[src/video_status_regs.svh]
`ifndef VIDEO_STATUS_REGS_SVH
`define VIDEO_STATUS_REGS_SVH

// Sub-addresses of the read-only status and data bank
`define OFS_COPY_PROTECT_STATUS 8'h17
`define OFS_INPUT_VIDEO_STATUS 8'h18
`define OFS_CAPTION_DATA_LOW 8'h19
`define OFS_CAPTION_DATA_HIGH 8'h1A
`define OFS_WIDESCREEN_DATA_LOW 8'h1B
`define OFS_WIDESCREEN_DATA_HIGH 8'h1C
`define OFS_EXTENDED_CAPTION_LOW 8'h1D
`define OFS_EXTENDED_CAPTION_HIGH 8'h1E
`define OFS_COPY_GEN_ID_LOW 8'h1F
`define OFS_COPY_GEN_ID_HIGH 8'h20
`define OFS_PART_IDENTITY 8'h21

// Copy-protection status field positions
`define POS_PROTECT_PULSE_SEEN 0
`define POS_COLOR_STRIPE_SEEN 1
`define POS_COLOR_STRIPE_VARIANT 2

// Input video status field positions
`define POS_SUBCARRIER_CODE_LSB 0
`define POS_COLOR_SYSTEM_CODE_LSB 2
`define POS_LINE_COUNT_FLAG 4
`define POS_MONO_FLAG 5
`define POS_PEDESTAL_FLAG 6
`define POS_AUTO_DETECT_FLAG 7

// Identity field positions and widths
`define POS_PART_CODE_LSB 0
`define POS_REVISION_CODE_LSB 6
`define PART_CODE_WIDTH 6
`define REVISION_CODE_WIDTH 2

// Word widths of the captured services
`define CAPTION_WORD_WIDTH 16
`define EXTENDED_WORD_WIDTH 16
`define COPY_GEN_WORD_WIDTH 14
`define WIDESCREEN_WORD_WIDTH 14
`define SLOT_WORD_WIDTH 16
`define SERVICE_COUNT 4

// Reset and unmapped read values
`define READ_DATA_RESET 8'h00
`define UNMAPPED_READ_VALUE 8'h00
`define SLOT_WORD_RESET 16'h0000

`endif

[src/video_status_pkg.sv]
package video_status_pkg;

    // Service slots, in the order of the request and presence bits
    typedef enum logic [1:0] {
        SVC_CAPTION = 2'h0,
        SVC_EXTENDED = 2'h1,
        SVC_COPY_GEN = 2'h2,
        SVC_WIDESCREEN = 2'h3
    } service_e;

    typedef logic [7:0] reg_byte_t;
    typedef logic [15:0] slot_word_t;

endpackage

[src/vbi_capture_slot.sv]
`timescale 1ns/10ps
`default_nettype none
`include "video_status_regs.svh"

module vbi_capture_slot
    import video_status_pkg::*;
(
    input wire logic clk, // Core clock
    input wire logic rst_n, // Synchronised reset, active low
    input wire logic request, // Software asks for this service
    input wire logic strobe, // One-cycle pulse: decode finished
    input wire logic [15:0] word_in, // Freshly decoded word
    output logic [15:0] word_q, // Held word
    output logic present_q // Held word is valid decoded data
);

    slot_word_t word_d;
    logic present_d;

    // Word changes only on a completed decode, so multi-byte reads stay coherent
    always_comb begin
        word_d = word_q;
        present_d = present_q;
        if (strobe && request) begin
            word_d = word_in;
            present_d = 1'b1;
        end else if (!request) begin
            present_d = 1'b0; // Data kept, only the flag drops
        end
    end

    always_ff @(posedge clk or negedge rst_n) begin
        if (!rst_n) begin
            word_q <= `SLOT_WORD_RESET;
            present_q <= 1'b0;
        end else begin
            word_q <= word_d;
            present_q <= present_d;
        end
    end

endmodule // vbi_capture_slot

`default_nettype wire

[src/video_status_vbi_readback_bank.sv]
`timescale 1ns/10ps
`default_nettype none
`include "video_status_regs.svh"

// Behaviour
// Copy-protect bit 0 reads 1 while AGC-type protection pulses are detected.
// Copy-protect bit 1 reads 1 while a colour stripe pattern is detected.
// Copy-protect bit 2 gives stripe variant, 0 type 2, 1 type 3; bits 7:3 reserved.
// Input status bits 1:0 encode the detected subcarrier frequency.
// Input status bits 3:2 encode NTSC, PAL or SECAM; 11 reserved.
// Input status bit 4 is 0 for 525 lines, 1 for 625 lines.
// Input status bit 5 reads 1 while monochrome processing is on.
// Input status bit 6 reads 1 when input is processed with setup pedestal.
// Input status bit 7 reads 1 when automatic standard detection is enabled.
// Host programs subcarrier select to 11 for a SECAM input.
// Caption word bits 7:0 at 0x19, bits 15:8 at 0x1A, natural order.
// First widescreen register holds group one in 3:0, group two in 7:4.
// Second widescreen register holds bits 8-10 in 2:0, 11-13 in 5:3.
// Extended word bits 7:0 at 0x1D, bits 15:8 at 0x1E.
// First copy-gen register holds id bits 1-6 reversed in 5:0; 7:6 reserved.
// Second copy-gen register holds id bits 7-14, bit 7 at MSB.
// Identity returns fixed 6-bit part code and 2-bit revision code.
// Registers 0x17 to 0x21 are read-only, driven by internal logic only.
// Per-service presence flags read 1 while their data registers hold decoded data; code clears a flag when its request drops, data kept.
// Host sets per-service request bits to ask for decoding of a service.
// Captured data holds its last value until the next decode of that service.
module video_status_vbi_readback_bank
    import video_status_pkg::*;
#(
    parameter logic [5:0] PART_CODE = 6'h15, // Arbitrary value
    parameter logic [1:0] REVISION_CODE = 2'h1 // Arbitrary value
) (
    input wire logic clk, // Core clock, 200 MHz
    input wire logic resetn, // Asynchronous reset, active low
    input wire logic protect_pulse_seen, // Detector: AGC-type pulses present
    input wire logic color_stripe_seen, // Detector: colour stripe present
    input wire logic color_stripe_variant, // Detector: 0 type 2, 1 type 3
    input wire logic [1:0] subcarrier_code, // Detected subcarrier code
    input wire logic [1:0] color_system_code, // Detected colour system code
    input wire logic line_count_flag, // 0 525 lines, 1 625 lines
    input wire logic mono_flag, // Monochrome processing on
    input wire logic pedestal_flag, // Processed with setup pedestal
    input wire logic auto_detect_on, // Standard auto-detection enabled
    input wire logic [3:0] service_req, // Request bits from request register
    input wire logic [3:0] capture_strobe, // Slicer done pulses, per service
    input wire logic [15:0] caption_word, // Decoded caption word
    input wire logic [15:0] extended_word, // Decoded extended data word
    input wire logic [13:0] copy_gen_word, // Decoded id, index i is id bit i+1
    input wire logic [13:0] widescreen_word, // Decoded widescreen bits 0 to 13
    input wire logic rd_req, // One-cycle read request from serial engine
    input wire logic [7:0] rd_addr, // Sub-address of the read
    output logic [7:0] rd_data, // Read data, held until next read
    output logic rd_ack, // One-cycle pulse: rd_data valid
    output logic rd_hit, // Last read hit this bank
    output logic [3:0] present_flags // Per-service data present
);

    logic rst_sync1_q;
    logic rst_sync2_q;
    logic rst_n;

    // Release of reset is retimed to clk; assertion stays asynchronous
    always_ff @(posedge clk or negedge resetn) begin
        if (!resetn) begin
            rst_sync1_q <= 1'b0;
            rst_sync2_q <= 1'b0;
        end else begin
            rst_sync1_q <= 1'b1;
            rst_sync2_q <= rst_sync1_q;
        end
    end

    assign rst_n = rst_sync2_q;

    // Widen the copy-gen and widescreen words to the common slot width
    logic [15:0] slot_in [`SERVICE_COUNT];
    logic [15:0] slot_word [`SERVICE_COUNT];
    logic [3:0] slot_present;

    assign slot_in[SVC_CAPTION] = caption_word;
    assign slot_in[SVC_EXTENDED] = extended_word;
    assign slot_in[SVC_COPY_GEN] = {2'h0, copy_gen_word};
    assign slot_in[SVC_WIDESCREEN] = {2'h0, widescreen_word};

    // One capture slot per vertical-blanking service
    genvar svc;
    generate
        for (svc = 0; svc < `SERVICE_COUNT; svc++) begin : g_slot
            vbi_capture_slot u_slot (
                .clk(clk),
                .rst_n(rst_n),
                .request(service_req[svc]),
                .strobe(capture_strobe[svc]),
                .word_in(slot_in[svc]),
                .word_q(slot_word[svc]),
                .present_q(slot_present[svc])
            );
        end
    endgenerate

    assign present_flags = slot_present;

    // Assemble each register image from live status, held words or the identity parameters
    reg_byte_t copy_protect_img;
    reg_byte_t input_video_img;
    reg_byte_t caption_low_img;
    reg_byte_t caption_high_img;
    reg_byte_t widescreen_low_img;
    reg_byte_t widescreen_high_img;
    reg_byte_t extended_low_img;
    reg_byte_t extended_high_img;
    reg_byte_t copy_gen_low_img;
    reg_byte_t copy_gen_high_img;
    reg_byte_t identity_img;

    always_comb begin
        copy_protect_img = 8'h00; // Reserved bits read zero
        copy_protect_img[`POS_PROTECT_PULSE_SEEN] = protect_pulse_seen;
        copy_protect_img[`POS_COLOR_STRIPE_SEEN] = color_stripe_seen;
        copy_protect_img[`POS_COLOR_STRIPE_VARIANT] = color_stripe_variant;
    end

    // Subcarrier code is reported as detected; the SECAM select fix-up is host work
    always_comb begin
        input_video_img = 8'h00;
        input_video_img[`POS_SUBCARRIER_CODE_LSB +: 2] = subcarrier_code;
        input_video_img[`POS_COLOR_SYSTEM_CODE_LSB +: 2] = color_system_code;
        input_video_img[`POS_LINE_COUNT_FLAG] = line_count_flag;
        input_video_img[`POS_MONO_FLAG] = mono_flag;
        input_video_img[`POS_PEDESTAL_FLAG] = pedestal_flag;
        input_video_img[`POS_AUTO_DETECT_FLAG] = auto_detect_on;
    end

    // Caption and extended words sit in natural bit order
    always_comb begin
        caption_low_img = slot_word[SVC_CAPTION][7:0];
        caption_high_img = slot_word[SVC_CAPTION][15:8];
        extended_low_img = slot_word[SVC_EXTENDED][7:0];
        extended_high_img = slot_word[SVC_EXTENDED][15:8];
    end

    // Widescreen groups map straight through; top two bits reserved
    always_comb begin
        widescreen_low_img = slot_word[SVC_WIDESCREEN][7:0];
        widescreen_high_img = {2'h0, slot_word[SVC_WIDESCREEN][13:8]};
    end

    // Copy-gen id bits are stored reversed: earliest bit in the highest position
    always_comb begin
        copy_gen_low_img = 8'h00;
        copy_gen_high_img = 8'h00;
        for (int k = 0; k < 6; k++) begin
            copy_gen_low_img[5 - k] = slot_word[SVC_COPY_GEN][k];
        end
        for (int k = 0; k < 8; k++) begin
            copy_gen_high_img[7 - k] = slot_word[SVC_COPY_GEN][6 + k];
        end
    end

    // Identity is a constant; revision changes only through the REVISION_CODE parameter
    always_comb begin
        identity_img = 8'h00;
        identity_img[`POS_PART_CODE_LSB +: `PART_CODE_WIDTH] = PART_CODE;
        identity_img[`POS_REVISION_CODE_LSB +: `REVISION_CODE_WIDTH] = REVISION_CODE;
    end

    // Read decode; there is no write path into this bank at all
    reg_byte_t rd_data_d;
    reg_byte_t rd_data_q;
    logic rd_ack_d;
    logic rd_ack_q;
    logic rd_hit_d;
    logic rd_hit_q;
    reg_byte_t sel_data;
    logic sel_hit;

    always_comb begin
        sel_hit = 1'b1;
        case (rd_addr)
            `OFS_COPY_PROTECT_STATUS: sel_data = copy_protect_img;
            `OFS_INPUT_VIDEO_STATUS: sel_data = input_video_img;
            `OFS_CAPTION_DATA_LOW: sel_data = caption_low_img;
            `OFS_CAPTION_DATA_HIGH: sel_data = caption_high_img;
            `OFS_WIDESCREEN_DATA_LOW: sel_data = widescreen_low_img;
            `OFS_WIDESCREEN_DATA_HIGH: sel_data = widescreen_high_img;
            `OFS_EXTENDED_CAPTION_LOW: sel_data = extended_low_img;
            `OFS_EXTENDED_CAPTION_HIGH: sel_data = extended_high_img;
            `OFS_COPY_GEN_ID_LOW: sel_data = copy_gen_low_img;
            `OFS_COPY_GEN_ID_HIGH: sel_data = copy_gen_high_img;
            `OFS_PART_IDENTITY: sel_data = identity_img;
            default: begin
                sel_data = `UNMAPPED_READ_VALUE;
                sel_hit = 1'b0;
            end
        endcase
    end

    // Data is sampled once per request and then held, so it cannot change mid-shift
    always_comb begin
        rd_data_d = rd_data_q;
        rd_hit_d = rd_hit_q;
        rd_ack_d = 1'b0;
        if (rd_req) begin
            rd_data_d = sel_data;
            rd_hit_d = sel_hit;
            rd_ack_d = 1'b1;
        end
    end

    always_ff @(posedge clk or negedge rst_n) begin
        if (!rst_n) begin
            rd_data_q <= `READ_DATA_RESET;
            rd_ack_q <= 1'b0;
            rd_hit_q <= 1'b0;
        end else begin
            rd_data_q <= rd_data_d;
            rd_ack_q <= rd_ack_d;
            rd_hit_q <= rd_hit_d;
        end
    end

    assign rd_data = rd_data_q;
    assign rd_ack = rd_ack_q;
    assign rd_hit = rd_hit_q;

endmodule // video_status_vbi_readback_bank

`default_nettype wire

[config.mk]
export PLATFORM = sky130hd
export DESIGN_NAME = video_status_vbi_readback_bank
export DESIGN_NICKNAME = d
export VERILOG_FILES = /design/src/video_status_pkg.sv /design/src/vbi_capture_slot.sv /design/src/video_status_vbi_readback_bank.sv
export VERILOG_INCLUDE_DIRS = /design/src /design/src/src
export SDC_FILE = /design/constraint.sdc
export NUM_CORES = 1
export LEC_CHECK = 0
export BUFFER_PORTS_ARGS = -buffer_cell sky130_fd_sc_hd__buf_2
export CORE_ASPECT_RATIO = 0.7
export CORE_UTILIZATION = 32
export CTS_CLUSTER_SIZE = 10
export DETAILED_ROUTE_END_ITERATION = 8
export PLACE_DENSITY = 0.5
export SLEW_MARGIN = 5
export SYNTH_ARGS = -nofsm -noshare
export SYNTH_HDL_FRONTEND = slang
export SYNTH_HIERARCHICAL = 1
export SYNTH_SLANG_ARGS = --single-unit
[constraint.sdc]
create_clock -name clk -period 3.4 [get_ports clk]
set_input_delay 0.34 -clock clk [delete_from_list [all_inputs] [get_ports clk]]
set_output_delay 0.34 -clock clk [all_outputs]
set_load 0.01 [all_outputs]
==> impl_metrics.json <==
{
  "timing.slew.headroom_pct": 34.7,
  "drt.antenna.violating_nets": 0,
  "power_density_nw_per_um2": 524,
  "cts.sink_count": 76,
  "status": "finished clean",
  "detail_route.first_pass.iterations": 4,
  "crit_path_cell_trace": "buf_2 -> mux4_2 -> nand2b_1 -> a32oi_1 -> o31ai_1",
  "setup.worst_path.end_class": "flop",
  "fin_tns_setup_ns": 0,
  "globalRouteTotalUtil_pct": 17.2,
  "cts.htree.levels": 3,
  "worst_path_dominant_cell_family": "buffers and inverters",
  "hold_start": "widescreen_word[6]",
  "final.setup_skew_ns": 0.00665,
  "routed_wl_um": 9790,
  "r2r.worst_path.cells": 4,
  "die_area_um2": 12500,
  "crit_arrival_ns": 2.06,
  "timing_worst_setup_path_type": "in -> reg",
  "fill_cells": 1174,
  "gp_weighted_congestion": 0.874,
  "hold_path_end": "g_slot[3].u_slot/word_q[6]$_DFFE_PN0P_",
  "clock_latency_ns": 0.34,
  "layout.core_utilization_pct": 40.5,
  "syn_nets": 375,
  "synth.yosys.warnings": 6,
  "hold_path_class": "in -> reg",
  "die_height_um": 94.0,
  "core_box_area_um2": 11700,
  "critical-path-slowest-cell": "sky130_fd_sc_hd__buf_2",
  "timing_hold_violations_final": 0,
  "grt_remaining_overflow": 0,
  "pre_cts_ws_ns": 1.18,
  "postCtsSetupRepairBufs": 0,
  "cts.repair.resized": 0,
  "cts_max_path_buffers": 2,
  "finalNetCount": 472,
  "maximum_number_of_pins_on_one_net_before_global_route_repair": 75,
  "worst-slew-pin-transition_ns": 0.980,
  "crit-reg2reg-capture": "rd_data[3]$_DFFE_PN0P_",
  "diodes": 0,
  "detail_route.wl_per_cell_um": 18.0,
  "power.leakage_nw": 2.26,
  "first_global_vias": 2841,
  "core.rowCount": 33,
  "rr_startpoint": "g_slot[3].u_slot/word_q[3]$_DFFE_PN0P_",
  "detailedRoute.firstIterationViolations": 121,
  "syn-instance-count": 285,
  "rsz0062_at_grt": "no",
  "area_growth_syn_to_layout_pct": 22.9,
  "syn_area_um2": 3870,
  "final_max_slew_viol_count": 0,
  "final_period_minus_worst_setup_slack_ns": 1.87,
  "timing.final.crit_share_pct": 54.9,
  "top_level_ports": 104,
  "place_hpwl_um": 7170,
  "timing.final.ws_setup_ns": 1.53,
  "cap_viol_max_count": 0,
  "vias": 2686,
  "design_area_um2": 4750,
  "setup_violating_endpoint_count_in_the_final_report": 0,
  "vdd_ir_drop_max_uv": 255,
  "clk_pin_slew_ns": 0.06,
  "setup.reg_to_reg.worst_slack_ns": 1.88,
  "drt_drc_violations_left": 0,
  "initial_antenna_violation_count": 0,
  "clock.fmax_ghz": 0.536,
  "placement.io_buffers": 103,
  "worst-endpoint-required_ns": 3.59,
  "start_util_pct": 33.0,
  "worstHoldPathCells": 2,
  "max_stage_delay_on_crit_path_ns": 0.60,
  "post_drt_via_cell_ratio": 4.94,
  "cts_made_buffers": 9,
  "first_pass_grt_wire_length_um": 15800,
  "placement.cell_area_um2": 4420,
  "drive_above_1_share_pct": 50.1,
  "cts-hold-fix-buffers": 1,
  "worstPathBufferInverterCount": 1,
  "timing.critical_path.fanout_max": 41,
  "cts_root_buffer": "sky130_fd_sc_hd__clkbuf_16",
  "critical_path_start_type": "input pin",
  "synthesis.area_per_instance_um2": 13.6,
  "clock_tree_from_tritoncts": "yes",
  "die_x_um": 133
}
-- through the flow --
| stage | hold slack (ns) | power (mW) | std cells |
|---|---|---|---|
| 2_1_floorplan | 0.0444 | 1.36 | 285 |
| 3_3_place_gp | 0.128 | 1.48 | 527 |
| 3_5_place_dp | 0.128 | 1.49 | 527 |
| 4_1_cts | 0.216 | 2.53 | 544 |
| 5_1_grt | 0.222 | 2.61 | 544 |
| 6_report | 0.228 | 2.49 | 544 |
-- power by group --
group / switching (mW) / total (mW) / internal [mW]
registers: 0.0854 / 1.10 / 1.02
clock network: 0.360 / 1.02 / 0.659
logic: 0.145 / 0.365 / 0.220
-- final cells by class --
cell class | count | area, µm² | share of cell area (%)
sequential | 76 | 1910 | 40.1
tap | 157 | 196 | 4.13
timing repair buffer | 104 | 526 | 11.1
inverter | 10 | 37.5 | 0.790
multi-input combinational | 181 | 1770 | 37.2
clock buffer | 11 | 243 | 5.11
clock inverter | 5 | 75.1 | 1.58
-- placed cells by master (no fill, tap or decap), types with 4 or more instances in the layout --
master                        n
sky130_fd_sc_hd__nand2_4      5
sky130_fd_sc_hd__nor2_1       7
sky130_fd_sc_hd__buf_2      103
sky130_fd_sc_hd__nand3b_1     5
sky130_fd_sc_hd__nand2b_1     6
sky130_fd_sc_hd__mux2_2      22
sky130_fd_sc_hd__mux2_4      40
sky130_fd_sc_hd__nand2_1     13
sky130_fd_sc_hd__nand3_1      4
sky130_fd_sc_hd__dfrtp_1     75
sky130_fd_sc_hd__o31ai_1      4
sky130_fd_sc_hd__clkbuf_16    9
sky130_fd_sc_hd__o32ai_1      4
sky130_fd_sc_hd__inv_1       10
sky130_fd_sc_hd__o21a_1       4
sky130_fd_sc_hd__mux2i_1     10
sky130_fd_sc_hd__a31oi_1      4
sky130_fd_sc_hd__o21ai_0      4
-- flip-flops by register name (all words and copies together) (netlist names) --
register and count:
g_slot.u_slot/present_q 4, g_slot.u_slot/word_q 60, rd_ack 1, rd_data 8, rd_hit 1, rst_n 1, rst_sync1_q 1
-- layer usage --
metal | global-route usage [%] | share of wire (%) | up-vias
met2 | 23.6 | 41 | 93
li1 | - | - | 1255
met4 | 5.49 | 1.1 | 0
met5 | 0 | 0 | -
met1 | 25.3 | 51 | 1328
met3 | 5.07 | 7.4 | 10
-- how the worst max path moves through the flow --
| stage | depth (start not counted) | start | endpoint |
|---|---|---|---|
| 2_1_floorplan | 0 | rst_n$_DFF_PN0_ | g_slot[0].u_slot/present_q$_DFFE_PN0P_ |
| 3_3_place_gp | 5 | rd_addr[0] | rd_data[3]$_DFFE_PN0P_ |
| 3_5_place_dp | 5 | rd_addr[0] | rd_data[3]$_DFFE_PN0P_ |
| 4_1_cts | 5 | rd_addr[0] | rd_data[3]$_DFFE_PN0P_ |
| 5_1_grt | 5 | rd_addr[0] | rd_data[3]$_DFFE_PN0P_ |
| 6_report | 5 | rd_addr[0] | rd_data[3]$_DFFE_PN0P_ |
Power figures use the tool's default switching activity.
